[src/design/motor_setup_pkg.sv]
// shared constants of the motor encoder setup block
package motor_setup_pkg;
    localparam int unsigned CLK_FREQ_HZ = 100_000_000;
    localparam int unsigned MEAS_INTERVAL_MS = 100;
    localparam int unsigned MEAS_CYCLES = (CLK_FREQ_HZ / 1000) * MEAS_INTERVAL_MS;
    localparam logic [31:0] RPM_FACTOR = 32'(60000 / MEAS_INTERVAL_MS);

    localparam logic [7:0] ADDR_TOP_SPEED = 8'h00;
    localparam logic [7:0] ADDR_OPTION3 = 8'h04;
    localparam logic [7:0] ADDR_ENC_STEPS = 8'h08;
    localparam logic [7:0] ADDR_ACCEL_TIME = 8'h0C;
    localparam logic [7:0] ADDR_SPEED_LIMIT = 8'h10;
    localparam logic [7:0] ADDR_RAMP_TIME = 8'h14;
    localparam logic [7:0] ADDR_STATUS = 8'h18;
    localparam logic [7:0] ADDR_POSITION = 8'h1C;
    localparam logic [7:0] ADDR_SPEED = 8'h20;

    localparam int unsigned OPT_ENC_SWAP_BIT = 0;
    localparam int unsigned OPT_PHASE_SWAP_BIT = 3;
    localparam int unsigned STAT_FAULT_BIT = 0;
    localparam int unsigned STAT_DRIVE_BIT = 1;
    localparam int unsigned STAT_EMREV_BIT = 2;

    localparam logic [15:0] TOP_SPEED_MIN = 16'h01F4;
    localparam logic [15:0] TOP_SPEED_MAX = 16'h1F40;
    localparam logic [15:0] TOP_SPEED_RST = 16'h1770;
    localparam logic [8:0] ENC_STEPS_MIN = 9'h020;
    localparam logic [8:0] ENC_STEPS_MAX = 9'h100;
    localparam logic [8:0] ENC_STEPS_RST = 9'h040;
    localparam logic [15:0] ACCEL_TIME_RST = 16'h0BB8;
    localparam logic [15:0] SPEED_LIMIT_RST = 16'h1770;
    localparam logic [7:0] PARAM_FAULT_CODE = 8'h31;

    localparam logic [1:0] RESP_OKAY = 2'h0;
    localparam logic [1:0] RESP_SLVERR = 2'h2;
endpackage

[src/design/div_if.sv]
// request and result signals of a serial divider
`timescale 1ns/10ps
interface div_if #(parameter int W = 32);
    logic start;
    logic [W-1:0] dividend;
    logic [W-1:0] divisor;
    logic busy;
    logic done;
    logic [W-1:0] quotient;
    modport requester (output start, dividend, divisor, input busy, done, quotient);
    modport divider (input start, dividend, divisor, output busy, done, quotient);
endinterface

[src/design/serial_divider.sv]
// restoring serial divider, one quotient bit per enabled cycle
`timescale 1ns/10ps
module serial_divider #(
    parameter int W = 32
) (
    input wire logic clk,
    input wire logic resetn,
    input wire logic ce,
    div_if.divider dv
);
    logic [W-1:0] rem_q;
    logic [W-1:0] quo_q;
    logic [W-1:0] den_q;
    logic [$clog2(W+1)-1:0] cnt_q;
    logic [W:0] remShift;

    assign remShift = {rem_q, quo_q[W-1]};
    assign dv.quotient = quo_q;

    always_ff @(posedge clk or negedge resetn)
    begin
        if (!resetn)
        begin
            rem_q <= '0;
            quo_q <= '0;
            den_q <= '0;
            cnt_q <= '0;
            dv.busy <= 1'b0;
            dv.done <= 1'b0;
        end
        else if (ce)
        begin
            dv.done <= 1'b0;
            if (dv.start && !dv.busy)
            begin
                rem_q <= '0;
                quo_q <= dv.dividend;
                den_q <= dv.divisor;
                cnt_q <= ($clog2(W+1))'(W);
                dv.busy <= 1'b1;
            end
            else if (dv.busy)
            begin
                // a zero divisor yields all ones, never a hang
                if (remShift >= {1'b0, den_q})
                begin
                    rem_q <= W'(remShift - {1'b0, den_q});
                    quo_q <= {quo_q[W-2:0], 1'b1};
                end
                else
                begin
                    rem_q <= remShift[W-1:0];
                    quo_q <= {quo_q[W-2:0], 1'b0};
                end
                cnt_q <= cnt_q - 1'b1;
                if (cnt_q == 1)
                begin
                    dv.busy <= 1'b0;
                    dv.done <= 1'b1;
                end
            end
        end
    end
endmodule

[src/design/motor_encoder_setup.sv]
// motor encoder setup: settings registers, encoder position and speed, phase routing
//
// Added by the designer: the AXI4-Lite register port and the address map.
`timescale 1ns/10ps
// Functional notes
// - top speed setting held within 500 to 8000 rpm
// - ramp times scaled by limit over top speed
// - option bit 0 reverses encoder count sense
// - position and speed derived from encoder input
// - emergency reverse relies on forward positive speed
// - option bit 3 exchanges two motor phases
// - encoder resolution 32 to 256 pulses per revolution
// - change of option bit 0, option bit 3 or encoder resolution latches fault 49 until reset
module motor_encoder_setup
    import motor_setup_pkg::*;
#(
    parameter int unsigned MEAS_CYCLES_P = motor_setup_pkg::MEAS_CYCLES
) (
    input wire logic clk,
    input wire logic resetn,
    input wire logic ce,
    input wire logic [7:0] s_axi_awaddr,
    input wire logic s_axi_awvalid,
    output logic s_axi_awready,
    input wire logic [31:0] s_axi_wdata,
    input wire logic [3:0] s_axi_wstrb,
    input wire logic s_axi_wvalid,
    output logic s_axi_wready,
    output logic [1:0] s_axi_bresp,
    output logic s_axi_bvalid,
    input wire logic s_axi_bready,
    input wire logic [7:0] s_axi_araddr,
    input wire logic s_axi_arvalid,
    output logic s_axi_arready,
    output logic [31:0] s_axi_rdata,
    output logic [1:0] s_axi_rresp,
    output logic s_axi_rvalid,
    input wire logic s_axi_rready,
    input wire logic encA,
    input wire logic encB,
    input wire logic phaseCmdA,
    input wire logic phaseCmdB,
    input wire logic phaseCmdC,
    input wire logic drivePowered,
    input wire logic emergencyReverse,
    output logic phaseOutA,
    output logic phaseOutB,
    output logic phaseOutC,
    output logic paramFault,
    output logic [7:0] faultCode,
    output logic emRevBrake,
    output logic [15:0] rampTimeMs
);
    import motor_setup_pkg::*;

    logic [15:0] topSpeed_q;
    logic [31:0] optionWord_q;
    logic [8:0] encSteps_q;
    logic [15:0] accelTime_q;
    logic [15:0] speedLimit_q;
    logic [7:0] awAddr_q;
    logic awHeld_q;
    logic [31:0] wData_q;
    logic [3:0] wStrb_q;
    logic wHeld_q;
    logic encAPrev_q;
    logic signed [31:0] position_q;
    logic signed [31:0] pulseCount_q;
    logic [31:0] intervalCnt_q;
    logic speedNeg_q;
    logic signed [31:0] speed_q;
    logic doWrite;
    logic [31:0] wrVal;
    logic encEdge;
    logic countUp;
    logic measEnd;
    logic [31:0] absCount;
    logic [15:0] topClamped;
    logic [8:0] stepsClamped;
    logic [31:0] readData;
    logic readHit;

    div_if #(.W(32)) speedDiv ();
    div_if #(.W(32)) rampDiv ();

    serial_divider #(.W(32)) speedDivider (
        .clk(clk),
        .resetn(resetn),
        .ce(ce),
        .dv(speedDiv)
    );
    serial_divider #(.W(32)) rampDivider (
        .clk(clk),
        .resetn(resetn),
        .ce(ce),
        .dv(rampDiv)
    );

    function automatic logic [31:0] mergeBytes(input logic [31:0] old, input logic [31:0] nw,
        input logic [3:0] strb);
        logic [31:0] r;
        r = old;
        for (int i = 0; i < 4; i++)
        begin
            if (strb[i])
                r[8*i +: 8] = nw[8*i +: 8];
        end
        return r;
    endfunction

    // write address and data are taken in either order, answered once both are held
    assign doWrite = awHeld_q && wHeld_q && !s_axi_bvalid;

    always_comb
    begin
        wrVal = 32'h0000_0000;
        unique case (awAddr_q)
            ADDR_TOP_SPEED: wrVal = mergeBytes({16'h0000, topSpeed_q}, wData_q, wStrb_q);
            ADDR_OPTION3: wrVal = mergeBytes(optionWord_q, wData_q, wStrb_q);
            ADDR_ENC_STEPS: wrVal = mergeBytes({23'h000000, encSteps_q}, wData_q, wStrb_q);
            ADDR_ACCEL_TIME: wrVal = mergeBytes({16'h0000, accelTime_q}, wData_q, wStrb_q);
            ADDR_SPEED_LIMIT: wrVal = mergeBytes({16'h0000, speedLimit_q}, wData_q, wStrb_q);
            default: wrVal = wData_q;
        endcase
    end

    // out-of-range settings are clamped rather than refused
    always_comb
    begin
        if (wrVal[15:0] < TOP_SPEED_MIN)
            topClamped = TOP_SPEED_MIN;
        else if (wrVal[15:0] > TOP_SPEED_MAX)
            topClamped = TOP_SPEED_MAX;
        else
            topClamped = wrVal[15:0];
        if (wrVal[31:9] != 23'h000000 || wrVal[8:0] > ENC_STEPS_MAX)
            stepsClamped = ENC_STEPS_MAX;
        else if (wrVal[8:0] < ENC_STEPS_MIN)
            stepsClamped = ENC_STEPS_MIN;
        else
            stepsClamped = wrVal[8:0];
    end

    always_ff @(posedge clk or negedge resetn)
    begin
        if (!resetn)
        begin
            awHeld_q <= 1'b0;
            awAddr_q <= 8'h00;
            s_axi_awready <= 1'b0;
            wHeld_q <= 1'b0;
            wData_q <= 32'h0000_0000;
            wStrb_q <= 4'h0;
            s_axi_wready <= 1'b0;
            s_axi_bvalid <= 1'b0;
            s_axi_bresp <= RESP_OKAY;
        end
        else if (ce)
        begin
            s_axi_awready <= !awHeld_q && !s_axi_awready && !s_axi_bvalid;
            s_axi_wready <= !wHeld_q && !s_axi_wready && !s_axi_bvalid;
            if (s_axi_awvalid && s_axi_awready)
            begin
                awHeld_q <= 1'b1;
                awAddr_q <= s_axi_awaddr;
                s_axi_awready <= 1'b0;
            end
            if (s_axi_wvalid && s_axi_wready)
            begin
                wHeld_q <= 1'b1;
                wData_q <= s_axi_wdata;
                wStrb_q <= s_axi_wstrb;
                s_axi_wready <= 1'b0;
            end
            if (doWrite)
            begin
                awHeld_q <= 1'b0;
                wHeld_q <= 1'b0;
                s_axi_bvalid <= 1'b1;
                unique case (awAddr_q)
                    ADDR_TOP_SPEED, ADDR_OPTION3, ADDR_ENC_STEPS, ADDR_ACCEL_TIME,
                    ADDR_SPEED_LIMIT, ADDR_RAMP_TIME, ADDR_STATUS, ADDR_POSITION,
                    ADDR_SPEED: s_axi_bresp <= RESP_OKAY;
                    default: s_axi_bresp <= RESP_SLVERR;
                endcase
            end
            else if (s_axi_bvalid && s_axi_bready)
                s_axi_bvalid <= 1'b0;
        end
    end

    always_ff @(posedge clk or negedge resetn)
    begin
        if (!resetn)
        begin
            topSpeed_q <= TOP_SPEED_RST;
            optionWord_q <= 32'h0000_0000;
            encSteps_q <= ENC_STEPS_RST;
            accelTime_q <= ACCEL_TIME_RST;
            speedLimit_q <= SPEED_LIMIT_RST;
        end
        else if (ce && doWrite)
        begin
            unique case (awAddr_q)
                ADDR_TOP_SPEED: topSpeed_q <= topClamped;
                ADDR_OPTION3: optionWord_q <= wrVal;
                ADDR_ENC_STEPS: encSteps_q <= stepsClamped;
                ADDR_ACCEL_TIME: accelTime_q <= wrVal[15:0];
                ADDR_SPEED_LIMIT: speedLimit_q <= wrVal[15:0];
                default: ;
            endcase
        end
    end

    // only a reset, standing for a power cycle, clears the fault
    always_ff @(posedge clk or negedge resetn)
    begin
        if (!resetn)
        begin
            paramFault <= 1'b0;
            faultCode <= 8'h00;
        end
        else if (ce && doWrite)
        begin
            if ((awAddr_q == ADDR_OPTION3 &&
                 (wrVal[OPT_ENC_SWAP_BIT] != optionWord_q[OPT_ENC_SWAP_BIT] ||
                  wrVal[OPT_PHASE_SWAP_BIT] != optionWord_q[OPT_PHASE_SWAP_BIT])) ||
                (awAddr_q == ADDR_ENC_STEPS && stepsClamped != encSteps_q))
            begin
                paramFault <= 1'b1;
                faultCode <= PARAM_FAULT_CODE;
            end
        end
    end

    always_ff @(posedge clk or negedge resetn)
    begin
        if (!resetn)
        begin
            phaseOutA <= 1'b0;
            phaseOutB <= 1'b0;
            phaseOutC <= 1'b0;
        end
        else if (ce)
        begin
            phaseOutA <= phaseCmdA;
            phaseOutB <= optionWord_q[OPT_PHASE_SWAP_BIT] ? phaseCmdC : phaseCmdB;
            phaseOutC <= optionWord_q[OPT_PHASE_SWAP_BIT] ? phaseCmdB : phaseCmdC;
        end
    end

    // one count per rising edge of channel A; channel B gives the sense
    assign encEdge = encA && !encAPrev_q;
    assign countUp = !encB ^ optionWord_q[OPT_ENC_SWAP_BIT];
    assign measEnd = (intervalCnt_q == 32'(MEAS_CYCLES_P - 1));

    always_ff @(posedge clk or negedge resetn)
    begin
        if (!resetn)
        begin
            encAPrev_q <= 1'b0;
            position_q <= 32'sh0;
        end
        else if (ce)
        begin
            encAPrev_q <= encA;
            if (encEdge)
                position_q <= countUp ? position_q + 1 : position_q - 1;
        end
    end

    // an edge in the closing cycle opens the next window, so none is lost
    always_ff @(posedge clk or negedge resetn)
    begin
        if (!resetn)
        begin
            intervalCnt_q <= 32'h0000_0000;
            pulseCount_q <= 32'sh0;
        end
        else if (ce)
        begin
            intervalCnt_q <= measEnd ? 32'h0000_0000 : intervalCnt_q + 1;
            if (measEnd)
                pulseCount_q <= encEdge ? (countUp ? 32'sh1 : -32'sh1) : 32'sh0;
            else if (encEdge)
                pulseCount_q <= countUp ? pulseCount_q + 1 : pulseCount_q - 1;
        end
    end

    assign absCount = pulseCount_q[31] ? 32'(-pulseCount_q) : 32'(pulseCount_q);
    assign speedDiv.start = measEnd;
    assign speedDiv.dividend = 32'(absCount * RPM_FACTOR);
    assign speedDiv.divisor = {23'h000000, encSteps_q};

    // a window shorter than the divider drops that result; default is far longer
    always_ff @(posedge clk or negedge resetn)
    begin
        if (!resetn)
        begin
            speedNeg_q <= 1'b0;
            speed_q <= 32'sh0;
        end
        else if (ce)
        begin
            if (measEnd && !speedDiv.busy)
                speedNeg_q <= pulseCount_q[31];
            if (speedDiv.done)
                speed_q <= speedNeg_q ? -$signed(speedDiv.quotient) :
                    $signed(speedDiv.quotient);
        end
    end

    always_ff @(posedge clk or negedge resetn)
    begin
        if (!resetn)
            emRevBrake <= 1'b0;
        else if (ce)
            emRevBrake <= emergencyReverse && (speed_q > 0);
    end

    // ramp time recomputed continuously as accel time times limit over top speed
    assign rampDiv.start = !rampDiv.busy && !rampDiv.done;
    assign rampDiv.dividend = {16'h0000, accelTime_q} * {16'h0000, speedLimit_q};
    assign rampDiv.divisor = {16'h0000, topSpeed_q};

    always_ff @(posedge clk or negedge resetn)
    begin
        if (!resetn)
            rampTimeMs <= ACCEL_TIME_RST;
        else if (ce && rampDiv.done)
            rampTimeMs <= (rampDiv.quotient[31:16] != 16'h0000) ? 16'hFFFF :
                rampDiv.quotient[15:0];
    end

    always_comb
    begin
        readHit = 1'b1;
        unique case (s_axi_araddr)
            ADDR_TOP_SPEED: readData = {16'h0000, topSpeed_q};
            ADDR_OPTION3: readData = optionWord_q;
            ADDR_ENC_STEPS: readData = {23'h000000, encSteps_q};
            ADDR_ACCEL_TIME: readData = {16'h0000, accelTime_q};
            ADDR_SPEED_LIMIT: readData = {16'h0000, speedLimit_q};
            ADDR_RAMP_TIME: readData = {16'h0000, rampTimeMs};
            ADDR_STATUS: readData = {16'h0000, faultCode, 5'h00, emRevBrake, drivePowered,
                paramFault};
            ADDR_POSITION: readData = position_q;
            ADDR_SPEED: readData = speed_q;
            default:
            begin
                readData = 32'h0000_0000;
                readHit = 1'b0;
            end
        endcase
    end

    always_ff @(posedge clk or negedge resetn)
    begin
        if (!resetn)
        begin
            s_axi_arready <= 1'b0;
            s_axi_rvalid <= 1'b0;
            s_axi_rdata <= 32'h0000_0000;
            s_axi_rresp <= RESP_OKAY;
        end
        else if (ce)
        begin
            s_axi_arready <= !s_axi_arready && !s_axi_rvalid;
            if (s_axi_arvalid && s_axi_arready)
            begin
                s_axi_arready <= 1'b0;
                s_axi_rvalid <= 1'b1;
                s_axi_rdata <= readData;
                s_axi_rresp <= readHit ? RESP_OKAY : RESP_SLVERR;
            end
            else if (s_axi_rvalid && s_axi_rready)
                s_axi_rvalid <= 1'b0;
        end
    end
endmodule

[config.mk]
export PLATFORM = sky130hd
export DESIGN_NAME = motor_encoder_setup
export DESIGN_NICKNAME = d
export VERILOG_FILES = /design/src/design/motor_setup_pkg.sv /design/src/design/div_if.sv /design/src/design/serial_divider.sv /design/src/design/motor_encoder_setup.sv
export SDC_FILE = /design/constraint.sdc
export NUM_CORES = 2
export LEC_CHECK = 0
export CORE_AREA = 2 2 378 268
export CTS_CLUSTER_SIZE = 20
export DETAILED_ROUTE_END_ITERATION = 7
export DIE_AREA = 0 0 380 270
export DONT_BUFFER_PORTS = 1
export REMOVE_ABC_BUFFERS = 1
export SLEW_MARGIN = 10
export SYNTH_ARGS = -nofsm -noshare
export SYNTH_HDL_FRONTEND = slang
export SYNTH_SLANG_ARGS = --single-unit
[constraint.sdc]
create_clock -name clk -period 18.72 [get_ports clk]
set_input_delay 4.68 -clock clk [delete_from_list [all_inputs] [get_ports clk]]
set_output_delay 4.68 -clock clk [all_outputs]
set_load 0.02 [all_outputs]
## Yosys cells after proc, flatten, opt, wreduce, memory -nomap -nowiden

Cells that the tools add are included.

| word-level totals | value |
|---|---|
| bits in registers | 497 |
| output and inout port bits | 70 |

| operators by class | value |
|---|---|
| add/sub/neg operators | 11 |
| multipliers | 2 |
| order comparisons | 7 |
| eq/ne operators | 22 |
| muxes and demuxes | 74 |
| bitwise operators | 1 |
| reduce and logical (&&, ||, !) cells | 70 |

Operators with widths:

| kind | number |
|---|---|
| two-way mux 32 bit | 19 |
| case mux 32 bit (9 select lines) | 1 |
| case mux 32 bit (5 select lines) | 1 |
| two-way mux 8 bit | 14 |
| adder 32 x 2 -> 32 bit, second input constant | 2 |
| equality test 8 x 5 -> 1 bit, second input constant | 8 |
| negator 32 bit | 2 |
| subtractor 32 x 2 -> 32 bit, second input constant | 2 |
| two-way mux 16 bit | 3 |
| AND reduction 2 bit | 21 |
| >= comparator 33 x 16 -> 1 bit | 1 |
| >= comparator 33 x 9 -> 1 bit | 1 |
| adder 32 x 1 -> 32 bit, second input constant | 1 |
| equality test 32 x 24 -> 1 bit, second input constant | 1 |
| equality test 8 x 4 -> 1 bit, second input constant | 4 |
| > comparator 32 x 1 -> 1 bit, second input constant | 1 |
| multiplier 16 x 16 -> 32 bit | 1 |
| multiplier 32 x 7 -> 29 bit, second input constant | 1 |
| subtractor 32 x 16 -> 32 bit | 1 |
| subtractor 32 x 9 -> 32 bit | 1 |
| two-way mux 1 bit | 28 |
| two-way mux 6 bit | 4 |
| nonzero test 23 bit | 1 |
| logical AND 1 bit | 21 |
| 19 further kinds | 47 |

## Depth between registers and ports, before layout

| logic depth | value |
|---|---|
| depth after elaboration | 9 |
| depth in mapped cells | 28 |
| mapped depth without buffers | 25 |

## Cells and area by module

A second synthesis with hierarchy kept.

| second synthesis, totals | value |
|---|---|
| cells, all modules | 4,828 |
| area total of the unflattened synthesis | 43,407.9 um^2 |

Modules (own cells, without submodules):

| module | times used | cells an instance | area each (um^2) | seq. area each (um^2) |
|---|---|---|---|---|
| motor_encoder_setup | 1 | 3,358 | 30,528.0 | 8,169.1 |
| serial_divider | 2 | 735 | 6,439.9 | 2,602.5 |

## Worst setup path after synthesis

Ideal clock, no wire load.

| path | value |
|---|---|
| path kind | input -> register |
| from | in encB |
| to | reg position_q[22] |
| data arrival time | 10,471 ps |
| required time | 18,651 ps |
| setup slack | 8,180 ps |
| cell stages on the path | 15 |
| cells stage by stage | xor2_1 inv_1 fa_1 nor2b_1 o21ai_0 a21boi_0 o21a_1 o21ai_0 o31ai_1 a211o_1 a21o_1 a21o_1 a21oi_1 or4b_2 nand3_1 |

| on the way | value |
|---|---|
| longest elaborated chain between the ends | 3 |

RTL lines:

| item | line | text |
|---|---|---|
| start: declaration | motor_encoder_setup.sv:40 | `input wire logic encB,` |
| zero test 1 bit | motor_encoder_setup.sv:254 | `assign countUp = !encB ^ optionWord_q[OPT_ENC_SWAP_BIT];` |
| bitwise XOR 1 bit | motor_encoder_setup.sv:254 |  |
| two-way mux 32 bit | motor_encoder_setup.sv:268 | `position_q <= countUp ? position_q + 1 : position_q - 1;` |
| end signal: assignment | motor_encoder_setup.sv:268 |  |
| end: declaration | motor_encoder_setup.sv:67 | `logic signed [31:0] position_q;` |

No other way between the ends.
A chain may end at the register's enable or synchronous reset.

## Final worst setup path

Ends and elaborated chain as after synthesis.

==> key figures <==
Outcome
  – Status: finished with violations
  – Failing checks: slew limit

Place
  – Dpl cells: 5494
  – I/O Buffers: 0
  – Gp weighted congestion: 0.916
  – Post-detail-place hpwl: 84100 um

Finish
  – Share of layout cells above drive strength 1: 6.36%
  – Nets@finish: 4800
  – Antenna Cells: 0
  – Most frequent cells in the layout: nand2_1 (486), dfrtp_1 (465), inv_1 (433), o21ai_0 (325), ha_1 (276)
  – Fillers: 9775
  – Commonest non-fill, non-tap cell in the layout: nand2_1
  – Layout area overhead: 7.86%
  – Storage cell area: 12400 sq um
  – Post-route insts no fill: 5596
  – Multi-input gate area: 24500 sq um

Clock tree
  – Clock sinks: 494
  – H-tree depth: 2
  – Clk Tree Root Cell: clkbuf_16
  – Post-CTS Resized: 0
  – CTS tree: yes
  – Hold buffers post-CTS: 0
  – Clock buffers created by TritonCTS: 54
  – CTS clk-pin slew, worst paths: 60 ps
  – Post-CTS Setup Inserts: 0
  – Max clock buf depth: 3
  – Clk_lat worst skew: 660 ps

STA
  – Worst Tran Pin Value: 1930 ps
  – Setup violations, final: 0
  – Min Tclk post-route: 8550 ps
  – RSZ-0062 raised after global routing: no
  – Sum of negative setup slack: 0 ps
  – Count of pins over their slew limit: 191
  – Fin Clk Skew: 38.4 ps
  – Hold_ws: 472 ps
  – Rel. slew slack: -28.4%
  – Hold Vio Cnt, Final: 0
  – Period utilization: 45.7%
  – FMAX: 117 MHz

Global routing
  – Largest net degree at the start of global routing: 495
  – Initial antenna violation count: 4
  – Global route overflow: 0
  – Global-route usage over all layers: 22.6%
  – Vias in the first global route: 30100
  – First-pass GRT wire length: 183000 um

Critical path
  – Critical path's slowest cell: or4b_2
  – CP Launch Type: input pin
  – Buf+Inv Stages, Crit Path: 2
  – Worst path top cell family by delay: compound AO/OA/AOI/OAI gates
  – Maximum fanout along the worst path: 63
  – Setup CP Type: input pin to flip-flop
  – Critical path arrival: 9120 ps
  – Critical Path, Cell by Cell: xor2_4 > buf_4 > inv_1 > fa_1 > nor2b_1 > o21ai_0 > a21boi_0 > o21a_1 > o21ai_0 > o31ai_1 > a211o_1 > a21o_1 > a21o_1 > a21oi_1 > or4b_2 > nand3_1
  – Worst Path Required: 19290 ps
  – Worst setup EP type: flip-flop
  – Slowest stage delay, CP: 650 ps

Synthesis
  – #FFs+latches synth: 494
  – Avg Inst Size Synth: 9.06 sq um
  – XOR/XNOR Fraction of Synth Area: 5.55%
  – Cells after Synth: 4335
  – Synth Cell Area: 39300 sq um
  – Synth Area in Compound Gates: 16.4%
  – Post-synthesis sequential area ratio: 31.6%
  – Top_reg_cell synth: dfrtp_1
  – Synth unique cells: 89
  – Mux share of post-synthesis cell area: 2.98%
  – Async S/R FF share, synth: 100%
  – Simple-gate share of the synthesized area: 16.0%
  – Post-synth EDFFs: 0
  – Synth Warn #: 0
  – Synth Area in Adders: 21.2%
  – Largest family of logic cells by synthesized area: adder cells

Floorplan
  – CORE AREA: 99000 sq um
  – Die Y: 270 um
  – Initial Utilization: 39.7%
  – Site Rows: 97
  – Die W: 380 um
  – Die ar.: 103000 sq um
  – I/O Pins: 137

Route
  – Wire length per cell: 20.8 um
  – Uppermost routed layer: met5
  – DRC: 0
  – Drt first-iter violations: 3026
  – DR WL met2: 45500 um
  – Via density: 5.57
  – Routed Antenna Nets: 0
  – M1 WL: 56000 um
  – Drt first pass iters: 8
  – Final wirelength: 117000 um
  – Routed wl met3: 12900 um
  – DR vias: 31100

Min path
  – Hold crit path type: flip-flop to flip-flop

Job
  – Max-Cap Viols: 0
==> metrics by stage <==
step | cell area [sq um] | setup slack (ps) | util, %
after global placement | 40400 | 9670 | 40.8
after global routing | 42400 | 9930 | 42.8
after detailed placement | 40400 | 9570 | 40.8
after CTS | 42400 | 10260 | 42.8
final | 42400 | 10170 | 42.8
after floorplan | 38400 | 8180 | -
==> worst reg2reg max path: stages, from the launching register on <==
cell	delay, ps
dfrtp_1	1100
nand2_1	160
fa_1	540
inv_1	60
fa_1	500
inv_1	60
fa_1	490
inv_1	70
fa_1	530
fa_1	580
inv_1	70
fa_1	590
inv_1	60
ha_1	360
and4_1	210
a221oi_1	320
a31oi_1	130
nor2_1	150
o21ai_0	150
a31oi_1	370
o21ai_0	160
xor2_1	180
a22oi_1	160
o21ai_0	90
==> cell type report <==
type | instances | area share [%]
tap | 1336 | 3.95
inverter | 434 | 3.85
sequential | 494 | 29.3
timing repair buffer | 34 | 0.602
multi-input combinational | 3196 | 57.8
clock buffer | 77 | 3.66
clock inverter | 25 | 0.918
==> worst paths after layout <==
check	start	cells past startpoint	endpoint	slack (ps)
max	encB	16	position_q[22]	10170
min	intervalCnt_q[4]	1	intervalCnt_q[4]	470
max reg2reg	speedLimit_q[7]	23	rampDivider.dv.quotient[25]	11450
min reg2reg	intervalCnt_q[4]	1	intervalCnt_q[4]	470
max in group asynchronous	resetn	0	intervalCnt_q[29]	13430
min in group asynchronous	resetn	0	wStrb_q[1]	3770
==> registers in the layout (all words and copies together), names as in the netlist, 4 cells and up <==
register / flops
accelTime_q: 16
awAddr_q: 8
encSteps_q: 9
intervalCnt_q: 32
optionWord_q: 32
position_q: 32
pulseCount_q: 32
rampDivider.cnt_q: 6
rampDivider.den_q: 16
rampDivider.dv.quotient: 32
rampDivider.rem_q: 32
rampTimeMs: 16
s_axi_rdata: 32
speedDivider.cnt_q: 6
speedDivider.den_q: 9
speedDivider.dv.quotient: 32
speedDivider.rem_q: 32
speedLimit_q: 16
speed_q: 32
topSpeed_q: 16
wData_q: 32
wStrb_q: 4
==> metal layers <==
layer,track usage (%),up-vias
li1,-,14600
met1,34.4,15200
met2,30.7,1183
met3,7.49,146
met4,4.22,8
met5,0,-
==> kinds of logic (layout without fill, tap and decap cells) <==
family	Yosys count	in the layout
buffers and inverters	651	570
DFF	494	494
muxes	106	106
and+or+nand+nor	1304	1304
AOI/OAI and AO/OA	1011	1011
xor gates and xnor gates	249	249
adders and majority gates	519	519
other	1	7
==> cell usage after synthesis, types with 36 or more instances <==
cell type,n,area share [%]
xnor2_1,145,3.2
or3_1,41,0.65
a21o_1,48,0.92
nand3_1,81,1.0
nor3_1,67,0.85
nor2_1,252,2.4
o22a_1,43,0.96
inv_1,433,4.1
dfrtp_1,465,30
o21ai_0,325,4.1
ha_1,276,8.8
a21oi_1,204,2.6
o22ai_1,61,0.97
nor2b_1,39,0.62
nand2b_1,36,0.57
nor4_1,38,0.61
xor2_1,104,2.3
o31ai_1,36,0.69
and2_1,138,2.2
a31oi_1,36,0.57
clkbuf_1,185,1.8
a22oi_1,47,0.90
fa_1,243,12
mux2_2,76,2.2
nand2_1,488,4.7
Power is not shown: default switching activity piles up to over one toggle a cycle in this logic, so the estimate is an artifact.
